===== src/hw/rbw_pkg.sv =====
package rbw_pkg;
    // command and response framing
    localparam logic [7:0]  CMD_WRITE      = 8'h08;
    localparam logic [7:0]  RESP_CODE      = 8'h09;
    localparam logic [3:0]  IDM_BYTES      = 4'h8;
    localparam logic [3:0]  RESP_LAST_IDX  = 4'ha;   // code + 8 id bytes + 2 flags
    localparam logic [3:0]  BLOCK_LAST_BYTE = 4'hf;  // 16 bytes per block
    // service and block count ranges
    localparam logic [7:0]  K_MIN          = 8'h01;
    localparam logic [7:0]  K_MAX          = 8'h0b;
    localparam logic [7:0]  K_SPLIT        = 8'h08;
    localparam logic [7:0]  M_MIN          = 8'h01;
    localparam logic [7:0]  M_MAX_FEW      = 8'h0c;
    localparam logic [7:0]  M_MAX_MANY     = 8'h0b;
    localparam int          M_SLOTS        = 12;
    // password check
    localparam logic [23:0] VERIFY_LIST    = 24'h000001;
    localparam logic [7:0]  VERIFY_M       = 8'h01;
    // block list element head: bit 7 picks the short form, bit 4 the host path
    localparam int          ELEM_SHORT_BIT = 7;
    localparam int          ELEM_TUN_BIT   = 4;
    // memory map in blocks
    localparam logic [15:0] ATTR_BLOCK     = 16'h0000;
    localparam logic [15:0] NDEF_LAST      = 16'h003b;
    localparam logic [15:0] SYS_FIRST      = 16'h003c;
    localparam int          BLK_W          = 6;
    localparam int          ADDR_W         = 10;
    // status flags
    localparam logic [7:0]  SF_OK          = 8'h00;
    localparam logic [7:0]  SF1_ERR        = 8'hff;
    localparam logic [7:0]  ERR_K          = 8'ha1;
    localparam logic [7:0]  ERR_M          = 8'ha2;
    localparam logic [7:0]  ERR_SFID       = 8'ha3;
    localparam logic [7:0]  ERR_BLOCK      = 8'ha4;
    localparam logic [7:0]  ERR_AUTH       = 8'ha5;
    localparam logic [7:0]  ERR_LEN        = 8'ha6;

    typedef enum logic [3:0] {
        RBW_CODE, RBW_IDM, RBW_K, RBW_SFID, RBW_M, RBW_LIST, RBW_DATA, RBW_SKIP, RBW_RESP
    } rbw_phase_t;
endpackage


===== src/hw/rbw_chk_if.sv =====
`timescale 1ns/100ps
interface rbw_chk_if;
    logic [7:0] k;
    logic [7:0] m;
    logic       k_ok;
    logic       m_ok;
    modport chk  (input k, input m, output k_ok, output m_ok);
    modport user (output k, output m, input k_ok, input m_ok);
endinterface


===== src/hw/rbw_block_write.sv =====
`timescale 1ns/100ps
// Function
// - Command code 0x08 starts a write; data is stored into nonvolatile memory.
// - Service count must be 1 to 11, otherwise error response.
// - Block count 1..12 with up to 8 services, 1..11 with 9..11.
// - All listed service identifiers must be equal, otherwise error.
// - Identifier value itself is never interpreted beyond equality.
// - Reply is 0x09, 8-byte card id, status flag 1, status flag 2.
// - In tunnel mode write data goes to the host, not to memory.
// - Password check uses one block, list 0x000001, 16 bytes; other counts error.
// - Password state restricts what later write commands may do.
// - NDEF exchange needs no dedicated command, only memory contents.
// - Block 0 at address 0x0000 is the attribute information block.
// - NDEF file occupies blocks 1 to 59, addresses 0x0010 to 0x03B0.
module rbw_block_write
    import rbw_pkg::*;
(
    input  wire logic                MCLK_IN,
    input  wire logic                RESETN_IN,
    input  wire logic                RX_VALID_IN,
    input  wire logic [7:0]          RX_DATA_IN,
    input  wire logic                RX_LAST_IN,
    output logic                     RX_READY_OUT,
    output logic                     TX_VALID_OUT,
    output logic [7:0]               TX_DATA_OUT,
    output logic                     TX_LAST_OUT,
    input  wire logic                TX_READY_IN,
    output logic                     MEM_WE_OUT,
    output logic [ADDR_W-1:0]        MEM_ADDR_OUT,
    output logic [127:0]             MEM_DATA_OUT,
    output logic                     MEM_ATTR_OUT,
    output logic                     TUN_VALID_OUT,
    output logic [7:0]               TUN_DATA_OUT,
    input  wire logic                TUN_READY_IN,
    input  wire logic                PROTECT_EN_IN,
    input  wire logic [127:0]        PASSWORD_IN,
    output logic                     VERIFIED_OUT
);
    typedef struct packed {
        rbw_phase_t                     ph;
        logic [63:0]                    idm;
        logic [7:0]                     k;
        logic [7:0]                     m;
        logic [7:0]                     cnt;
        logic [15:0]                    sfid;
        logic [7:0]                     sfid_lo;
        logic [7:0]                     err;
        logic [1:0]                     eb;
        logic [7:0]                     ehead;
        logic [7:0]                     ebyte1;
        logic [3:0]                     bi;
        logic [3:0]                     db;
        logic [M_SLOTS-1:0][BLK_W-1:0]  blks;
        logic                           tunnel;
        logic                           verify;
        logic                           verified;
        logic                           foreign;
        logic [127:0]                   dbuf;
        logic                           mem_we;
        logic [ADDR_W-1:0]              mem_addr;
        logic                           mem_attr;
        logic                           tun_valid;
        logic [7:0]                     tun_data;
        logic [3:0]                     tx_idx;
        logic [7:0]                     tx_byte;
    } rbw_state_t;

    localparam rbw_state_t RST_STATE = '0;

    rbw_state_t st;
    rbw_state_t next_st;
    rbw_chk_if  chk_bus ();

    logic       take;
    logic [7:0] b;
    logic [15:0] blk_no;
    logic [127:0] full_blk;

    // keeps the first error only, so the reply names the earliest fault
    function automatic logic [7:0] keep_err(input logic [7:0] cur, input logic [7:0] code);
        keep_err = (cur == SF_OK) ? code : cur;
    endfunction

    // reply byte at a given position
    function automatic logic [7:0] resp_byte(input rbw_state_t s, input logic [3:0] idx);
        if (idx == 4'h0) begin
            resp_byte = RESP_CODE;
        end else if (idx <= IDM_BYTES) begin
            resp_byte = s.idm[63 - 8*(idx - 4'h1) -: 8];
        end else if (idx == IDM_BYTES + 4'h1) begin
            resp_byte = (s.err == SF_OK) ? SF_OK : SF1_ERR;
        end else begin
            resp_byte = s.err;
        end
    endfunction

    rbw_range_check u_check (
        .chk (chk_bus.chk)
    );

    assign chk_bus.k = st.k;
    assign chk_bus.m = RX_DATA_IN;

    // a held tunnel byte stalls the receive side until the host takes it
    assign RX_READY_OUT  = (st.ph != RBW_RESP) && !(st.tun_valid && !TUN_READY_IN);
    assign take          = RX_VALID_IN && RX_READY_OUT;
    assign b             = RX_DATA_IN;
    assign blk_no        = st.ehead[ELEM_SHORT_BIT] ? {8'h00, b} : {b, st.ebyte1};
    assign full_blk      = {st.dbuf[119:0], b};

    assign TX_VALID_OUT  = (st.ph == RBW_RESP);
    assign TX_DATA_OUT   = st.tx_byte;
    assign TX_LAST_OUT   = (st.ph == RBW_RESP) && (st.tx_idx == RESP_LAST_IDX);
    assign MEM_WE_OUT    = st.mem_we;
    assign MEM_ADDR_OUT  = st.mem_addr;
    assign MEM_DATA_OUT  = st.dbuf;
    assign MEM_ATTR_OUT  = st.mem_attr;
    assign TUN_VALID_OUT = st.tun_valid;
    assign TUN_DATA_OUT  = st.tun_data;
    assign VERIFIED_OUT  = st.verified;

    // command parser; NDEF needs no command of its own, it lives in plain blocks
    always_comb begin
        next_st        = st;
        next_st.mem_we = 1'b0;
        if (st.tun_valid && TUN_READY_IN) begin
            next_st.tun_valid = 1'b0;
        end
        if (take) begin
            next_st.cnt = st.cnt + 8'h01;
            case (st.ph)
                RBW_CODE: begin
                    next_st     = RST_STATE;
                    next_st.verified = st.verified;
                    // a zero service count is still our frame, so it must not look foreign
                    next_st.foreign  = (b != CMD_WRITE);
                    next_st.ph  = (b == CMD_WRITE) ? RBW_IDM : RBW_SKIP;
                end
                RBW_IDM: begin
                    next_st.idm = {st.idm[55:0], b};
                    if (st.cnt == 8'(IDM_BYTES - 4'h1)) begin
                        next_st.ph = RBW_K;
                    end
                end
                RBW_K: begin
                    next_st.k   = b;
                    next_st.cnt = 8'h00;
                    next_st.ph  = RBW_SFID;
                end
                RBW_SFID: begin
                    // values are only compared, never decoded
                    if (!st.cnt[0]) begin
                        next_st.sfid_lo = b;
                    end else if (st.cnt == 8'h01) begin
                        next_st.sfid = {b, st.sfid_lo};
                    end else if ({b, st.sfid_lo} != st.sfid) begin
                        next_st.err = keep_err(next_st.err, ERR_SFID);
                    end
                    if (st.cnt + 8'h01 >= {st.k[6:0], 1'b0}) begin
                        next_st.ph = RBW_M;
                    end
                end
                RBW_M: begin
                    if (!chk_bus.k_ok) begin
                        next_st.err = keep_err(next_st.err, ERR_K);
                    end else if (!chk_bus.m_ok) begin
                        next_st.err = keep_err(next_st.err, ERR_M);
                    end
                    next_st.m  = b;
                    next_st.bi = 4'h0;
                    next_st.eb = 2'd0;
                    // a bad count leaves the rest of the frame unparsable
                    next_st.ph = (chk_bus.k_ok && chk_bus.m_ok) ? RBW_LIST : RBW_SKIP;
                end
                RBW_LIST: begin
                    next_st.eb = st.eb + 2'd1;
                    if (st.eb == 2'd0) begin
                        next_st.ehead = b;
                        if (b[ELEM_TUN_BIT]) begin
                            next_st.tunnel = 1'b1;
                        end
                    end else if (st.eb == 2'd1 && !st.ehead[ELEM_SHORT_BIT]) begin
                        next_st.ebyte1 = b;
                    end else begin
                        next_st.eb = 2'd0;
                        next_st.bi = st.bi + 4'h1;
                        if ({st.ehead, st.ebyte1, b} == VERIFY_LIST && st.bi == 4'h0) begin
                            next_st.verify = 1'b1;
                            if (st.m != VERIFY_M) begin
                                next_st.err = keep_err(next_st.err, ERR_M);
                            end
                        end else if (blk_no >= SYS_FIRST && !next_st.tunnel) begin
                            next_st.err = keep_err(next_st.err, ERR_BLOCK);
                        end else if (PROTECT_EN_IN && !st.verified) begin
                            next_st.err = keep_err(next_st.err, ERR_AUTH);
                        end
                        next_st.blks[st.bi] = blk_no[BLK_W-1:0];
                        if (st.bi + 4'h1 == st.m[3:0]) begin
                            next_st.ph = RBW_DATA;
                            next_st.bi = 4'h0;
                            next_st.db = 4'h0;
                        end
                    end
                end
                RBW_DATA: begin
                    next_st.dbuf = full_blk;
                    next_st.db   = st.db + 4'h1;
                    if (st.tunnel && !st.verify && st.err == SF_OK) begin
                        next_st.tun_valid = 1'b1;
                        next_st.tun_data  = b;
                    end
                    if (st.db == BLOCK_LAST_BYTE) begin
                        next_st.bi = st.bi + 4'h1;
                        if (st.verify) begin
                            next_st.verified = (full_blk == PASSWORD_IN);
                            if (full_blk != PASSWORD_IN) begin
                                next_st.err = keep_err(next_st.err, ERR_AUTH);
                            end
                        end else if (!st.tunnel && st.err == SF_OK) begin
                            // direct write only after every count, identifier, block and password check passed; the length check comes later
                            next_st.mem_we   = 1'b1;
                            next_st.mem_addr = {st.blks[st.bi], 4'h0};
                            next_st.mem_attr = ({10'h000, st.blks[st.bi]} == ATTR_BLOCK);
                        end
                        if (st.bi + 4'h1 == st.m[3:0]) begin
                            next_st.ph = RBW_SKIP;
                        end
                    end
                end
                RBW_SKIP: begin
                    // bytes past the declared data are a length fault
                    if (st.m != 8'h00 && st.bi == st.m[3:0]) begin
                        next_st.err = keep_err(next_st.err, ERR_LEN);
                    end
                end
                default: begin
                    next_st.ph = st.ph;
                end
            endcase
            if (RX_LAST_IN) begin
                if (st.ph == RBW_CODE || (st.ph == RBW_SKIP && st.foreign)) begin
                    next_st.ph = RBW_CODE;                               // not ours: no reply
                end else begin
                    if (next_st.ph != RBW_SKIP) begin
                        next_st.err = keep_err(next_st.err, ERR_LEN);
                    end
                    next_st.ph      = RBW_RESP;
                    next_st.tx_idx  = 4'h0;
                    next_st.tx_byte = RESP_CODE;
                end
            end
        end
        // reply stream
        if (st.ph == RBW_RESP && TX_READY_IN) begin
            if (st.tx_idx == RESP_LAST_IDX) begin
                next_st.ph  = RBW_CODE;
                next_st.cnt = 8'h00;
            end else begin
                next_st.tx_idx  = st.tx_idx + 4'h1;
                next_st.tx_byte = resp_byte(st, st.tx_idx + 4'h1);
            end
        end
    end

    // single state register
    always_ff @(posedge MCLK_IN) begin
        if (!RESETN_IN) begin
            st <= RST_STATE;
        end else begin
            st <= next_st;
        end
    end
endmodule


===== src/hw/rbw_range_check.sv =====
`timescale 1ns/100ps
module rbw_range_check
    import rbw_pkg::*;
(
    rbw_chk_if.chk chk
);
    // service count window and block count window that narrows with many services
    always_comb begin
        chk.k_ok = (chk.k >= K_MIN) && (chk.k <= K_MAX);
        if (chk.k <= K_SPLIT) begin
            chk.m_ok = (chk.m >= M_MIN) && (chk.m <= M_MAX_FEW);
        end else begin
            chk.m_ok = (chk.m >= M_MIN) && (chk.m <= M_MAX_MANY);
        end
    end
endmodule


===== config.mk =====
export PLATFORM = sky130hd
export DESIGN_NAME = rbw_block_write
export DESIGN_NICKNAME = d
export VERILOG_FILES = /design/src/hw/rbw_pkg.sv /design/src/hw/rbw_chk_if.sv /design/src/hw/rbw_block_write.sv /design/src/hw/rbw_range_check.sv
export SDC_FILE = /design/constraint.sdc
export NUM_CORES = 1
export LEC_CHECK = 0
export BUFFER_PORTS_ARGS = -buffer_cell sky130_fd_sc_hd__buf_2
export CORE_MARGIN = 1
export CORE_UTILIZATION = 55
export DETAILED_ROUTE_END_ITERATION = 10
export PLACE_DENSITY = 0.77
export SLEW_MARGIN = 20
export SYNTH_ARGS = -nofsm -noshare
export SYNTH_HDL_FRONTEND = slang
export SYNTH_SLANG_ARGS = --single-unit
export TNS_END_PERCENT = 100

===== constraint.sdc =====
create_clock -name MCLK_IN -period 6.89 [get_ports MCLK_IN]
set_input_delay 1.378 -clock MCLK_IN [delete_from_list [all_inputs] [get_ports MCLK_IN]]
set_output_delay 1.378 -clock MCLK_IN [all_outputs]
set_load 0.005 [all_outputs]

==> impl_metrics.py <==
metrics = {
    "place": {
        "dpl_worst_slack_ns": 1.98,
        "io_buffer_count": 299,
        "gp_congestion": 1.01,
        "post-dp-hpwl_um": 40900,
    },
    "clock_network": {
        "clock-sinks": 383,
        "clkTransAtPathRegs_ns": 0.06,
        "cts_setup_buffers": 0,
        "worstSkewPairLatency_ns": 0.53,
        "clockRootBuffer": "clkbuf_16",
        "cts_resized": 0,
        "h-tree-depth": 2,
        "clockBufferDepth": 3,
        "hold_buffers": 0,
        "cts-buffers-inserted": 41,
        "cts_tree": "built",
    },
    "synth": {
        "yosys-top-cells-area": "dfxtp_1 40%, xor2_1 6.9%, a21oi_1 6.9%, buf_4 6.0%, nand3_1 5.7%",
        "ys.flop_type": "dfxtp_1",
        "ys_top_cells_by_count": "383 x dfxtp_1, 266 x a21oi_1, 264 x nand2_1",
        "synth.most_common_cell": "dfxtp_1",
        "avgSynthCellArea_um2": 8.40,
        "yosys_warnings": 0,
        "yosys_register_bits": 383,
        "synth_top_area_cell": "dfxtp_1",
        "syn_inst": 2308,
        "yosysSeqAreaShare_pct": 39.5,
        "syn_area_um2": 19400,
        "synth-edff-count": 0,
        "async_flop_share_pct": 0,
        "synth_top_area_share_pct": 39.5,
        "synth_cell_type_count": 90,
    },
    "timing": {
        "timing.fmax_mhz": 221,
        "maxSlewViolCount": 0,
        "setup_ws_ns": 2.36,
        "rsz0062_at_grt": "no",
        "slew_headroom_pct": 22.0,
        "tightest_slew_ns": 1.17,
        "post-route-period-util_pct": 65.7,
        "final.setup.tns_ns": 0,
        "hold_viol": 0,
        "whs_ns": 0.450,
        "period_needed_ns": 4.53,
        "setup_viol": 0,
        "fin_skew_ns": 0.0123,
    },
    "critical_path": {
        "crit_path_frequent_cell": "nor4_1",
        "cp_cell_sequence": "buf_2 > xor2_1 > nor4_1 > nand4_1 > nor4_1 > a21oi_1 > nor3_1 > o21ai_2 > nor4_2 > o21bai_1",
        "crit_slowest_cell": "nor4_1",
        "critPathCaptureType": "flop",
        "required_ns": 7.34,
        "r2r-start": "st[241]$_SDFFE_PN0P_",
        "startpoint": "RX_DATA_IN[0]",
        "path_class": "in2reg",
        "cp.arrival_ns": 4.98,
        "crit_fanout": 17,
        "cp-start-kind": "primary input",
        "cp_slowest_stage_delay_ns": 0.88,
    },
    "global_route": {
        "grt_pass1_wl_um": 88700,
        "grt_max_degree": 188,
        "grt_pass1_vias": 15600,
        "grt_antenna_before_repair": 2,
        "grt_use_total_pct": 31.7,
        "overflow": 0,
    },
    "route": {
        "drtIter0Drc": 1586,
        "drt-total-wl_um": 58800,
        "drtAntennaViolNets": 0,
        "drt-pass1-iter-count": 5,
        "drc": 0,
        "vias": 16900,
        "drt-wirelength-per-cell_um": 20.8,
        "via_per_inst": 5.99,
    },
    "power": {
        "p_comb_share_pct": 11.3,
        "ir_drop_v": 0.000193,
        "power_w": 0.00499,
        "p_leak_nw": 8.15,
        "pwr-share-clk_pct": 43.3,
        "seq_power_share_pct": 45.4,
        "p_int_w": 0.00367,
        "p_per_area_nw_per_um2": 238,
        "p_sw_share_pct": 26.3,
        "switching_power_w": 0.00131,
    },
    "cells_and_area": {
        "nets": 2502,
        "areaGrowthSynthToFinish_pct": 8.17,
        "drive_gt1_share_pct": 19.7,
    },
    "min_path": {
        "hp-class": "reg2reg",
        "worstHoldStart": "st[377]$_SDFFE_PN0P_",
    },
    "floorplan": {
        "die_y_um": 190,
        "core_um2": 34600,
        "die_w_um": 190,
        "fp.dieArea_um2": 36000,
        "fp-row-count": 68,
        "start_util_pct": 56.0,
        "pin_count": 304,
    },
    "flow_run": {
        "maxCapViolations": 0,
    },
    "outcome": {
        "outcome": "finished, final reports clean",
    },
}
power groups by stage:
stage	sequential, W	combinational [W]	clock, W
floorplan	0.00230	0.000397	0
global placement	0.00231	0.000541	0
detailed placement	0.00231	0.000549	0
CTS	0.00226	0.000552	0.00218
global route	0.00227	0.000604	0.00228
finish	0.00227	0.000564	0.00216
registers in the layout, indices dropped and copies added (netlist names), 6 cells and up:
name	cells
TUN_DATA_OUT	8
chk_bus.k	8
MEM_DATA_OUT	128
TX_DATA_OUT	8
MEM_ADDR_OUT	6
st	221
through the flow:
stage          util (%)  instance area [µm²]  cells
5_1_grt            60.6                21000   2820
4_1_cts            60.5                20900   2819
2_1_floorplan         -                19400   2311
3_3_place_gp       56.7                19600   2751
6_report           60.6                21000   2821
3_5_place_dp       56.8                19700   2751
worst max-delay path, delay by kind of cell:
| family | cells | cell delay [ns] |
|---|---|---|
| simple gates | 5 | 2.44 |
| xor+xnor | 1 | 0.13 |
| compound gates | 3 | 0.61 |
| buf+inv | 1 | 0.40 |
kinds of logic after synthesis:
group                      count (synthesis)  share of synthesized area (%)
DFF                                      383                           39.5
AOI/OAI and AO/OA                        466                           14.8
xor gates and xnor gates                 161                           7.27
muxes                                     57                           5.14
buffers and inverters                    360                           10.9
and+or+nand+nor                          860                           21.0
other                                      1                         0.0193
adders and majority gates                 20                           1.29
layout make-up:
class | count | area [µm²]
repair buffers | 317 | 1630
multi-input cells | 1568 | 9690
inverters | 28 | 113
flip-flops and latches | 383 | 7670
well taps | 455 | 569
diodes | 2 | 5.00
clock buffers | 57 | 1160
fillers | 3107 | 13700
clock inverters | 11 | 139
layer usage:
metal / share of wire [%] / global-route usage (%) / wire length, µm
met1: 40 / 39.9 / 23400
met5: 0 / 0 / 0
met4: 4.4 / 14.4 / 2570
met2: 49 / 54.0 / 28800
met3: 6.8 / 3.91 / 4000
placed cells by master, fill, tap and decap left out, types with 7 or more instances in the layout:
cell type / instances
nand3b_1: 7
buf_4: 18
nor2_1: 199
and3_1: 8
o22ai_1: 17
nor3_1: 24
inv_1: 27
mux2i_1: 17
a21oi_1: 266
o21ai_0: 20
xor2_1: 153
nand3_1: 222
nor4_1: 46
dfxtp_1: 382
a211oi_1: 65
nand4_1: 16
and2_1: 16
mux4_2: 34
ha_1: 20
a22oi_1: 19
a22o_1: 31
clkbuf_16: 41
xnor2_1: 8
clkbuf_1: 9
clkbuf_8: 7
buf_2: 299
nand2_1: 262
final timing paths:
kind | end | slack (ns) | cells past startpoint
setup / recovery | st[268]$_SDFFE_PN0P_ | 2.36 | 10
hold / removal | st[377]$_SDFFE_PN0P_ | 0.45 | 2
setup reg to reg | MEM_DATA_OUT[72]$_SDFFE_PN0P_ | 2.82 | 11
hold reg to reg | st[377]$_SDFFE_PN0P_ | 0.45 | 2
Power figures use the tool's default switching activity.
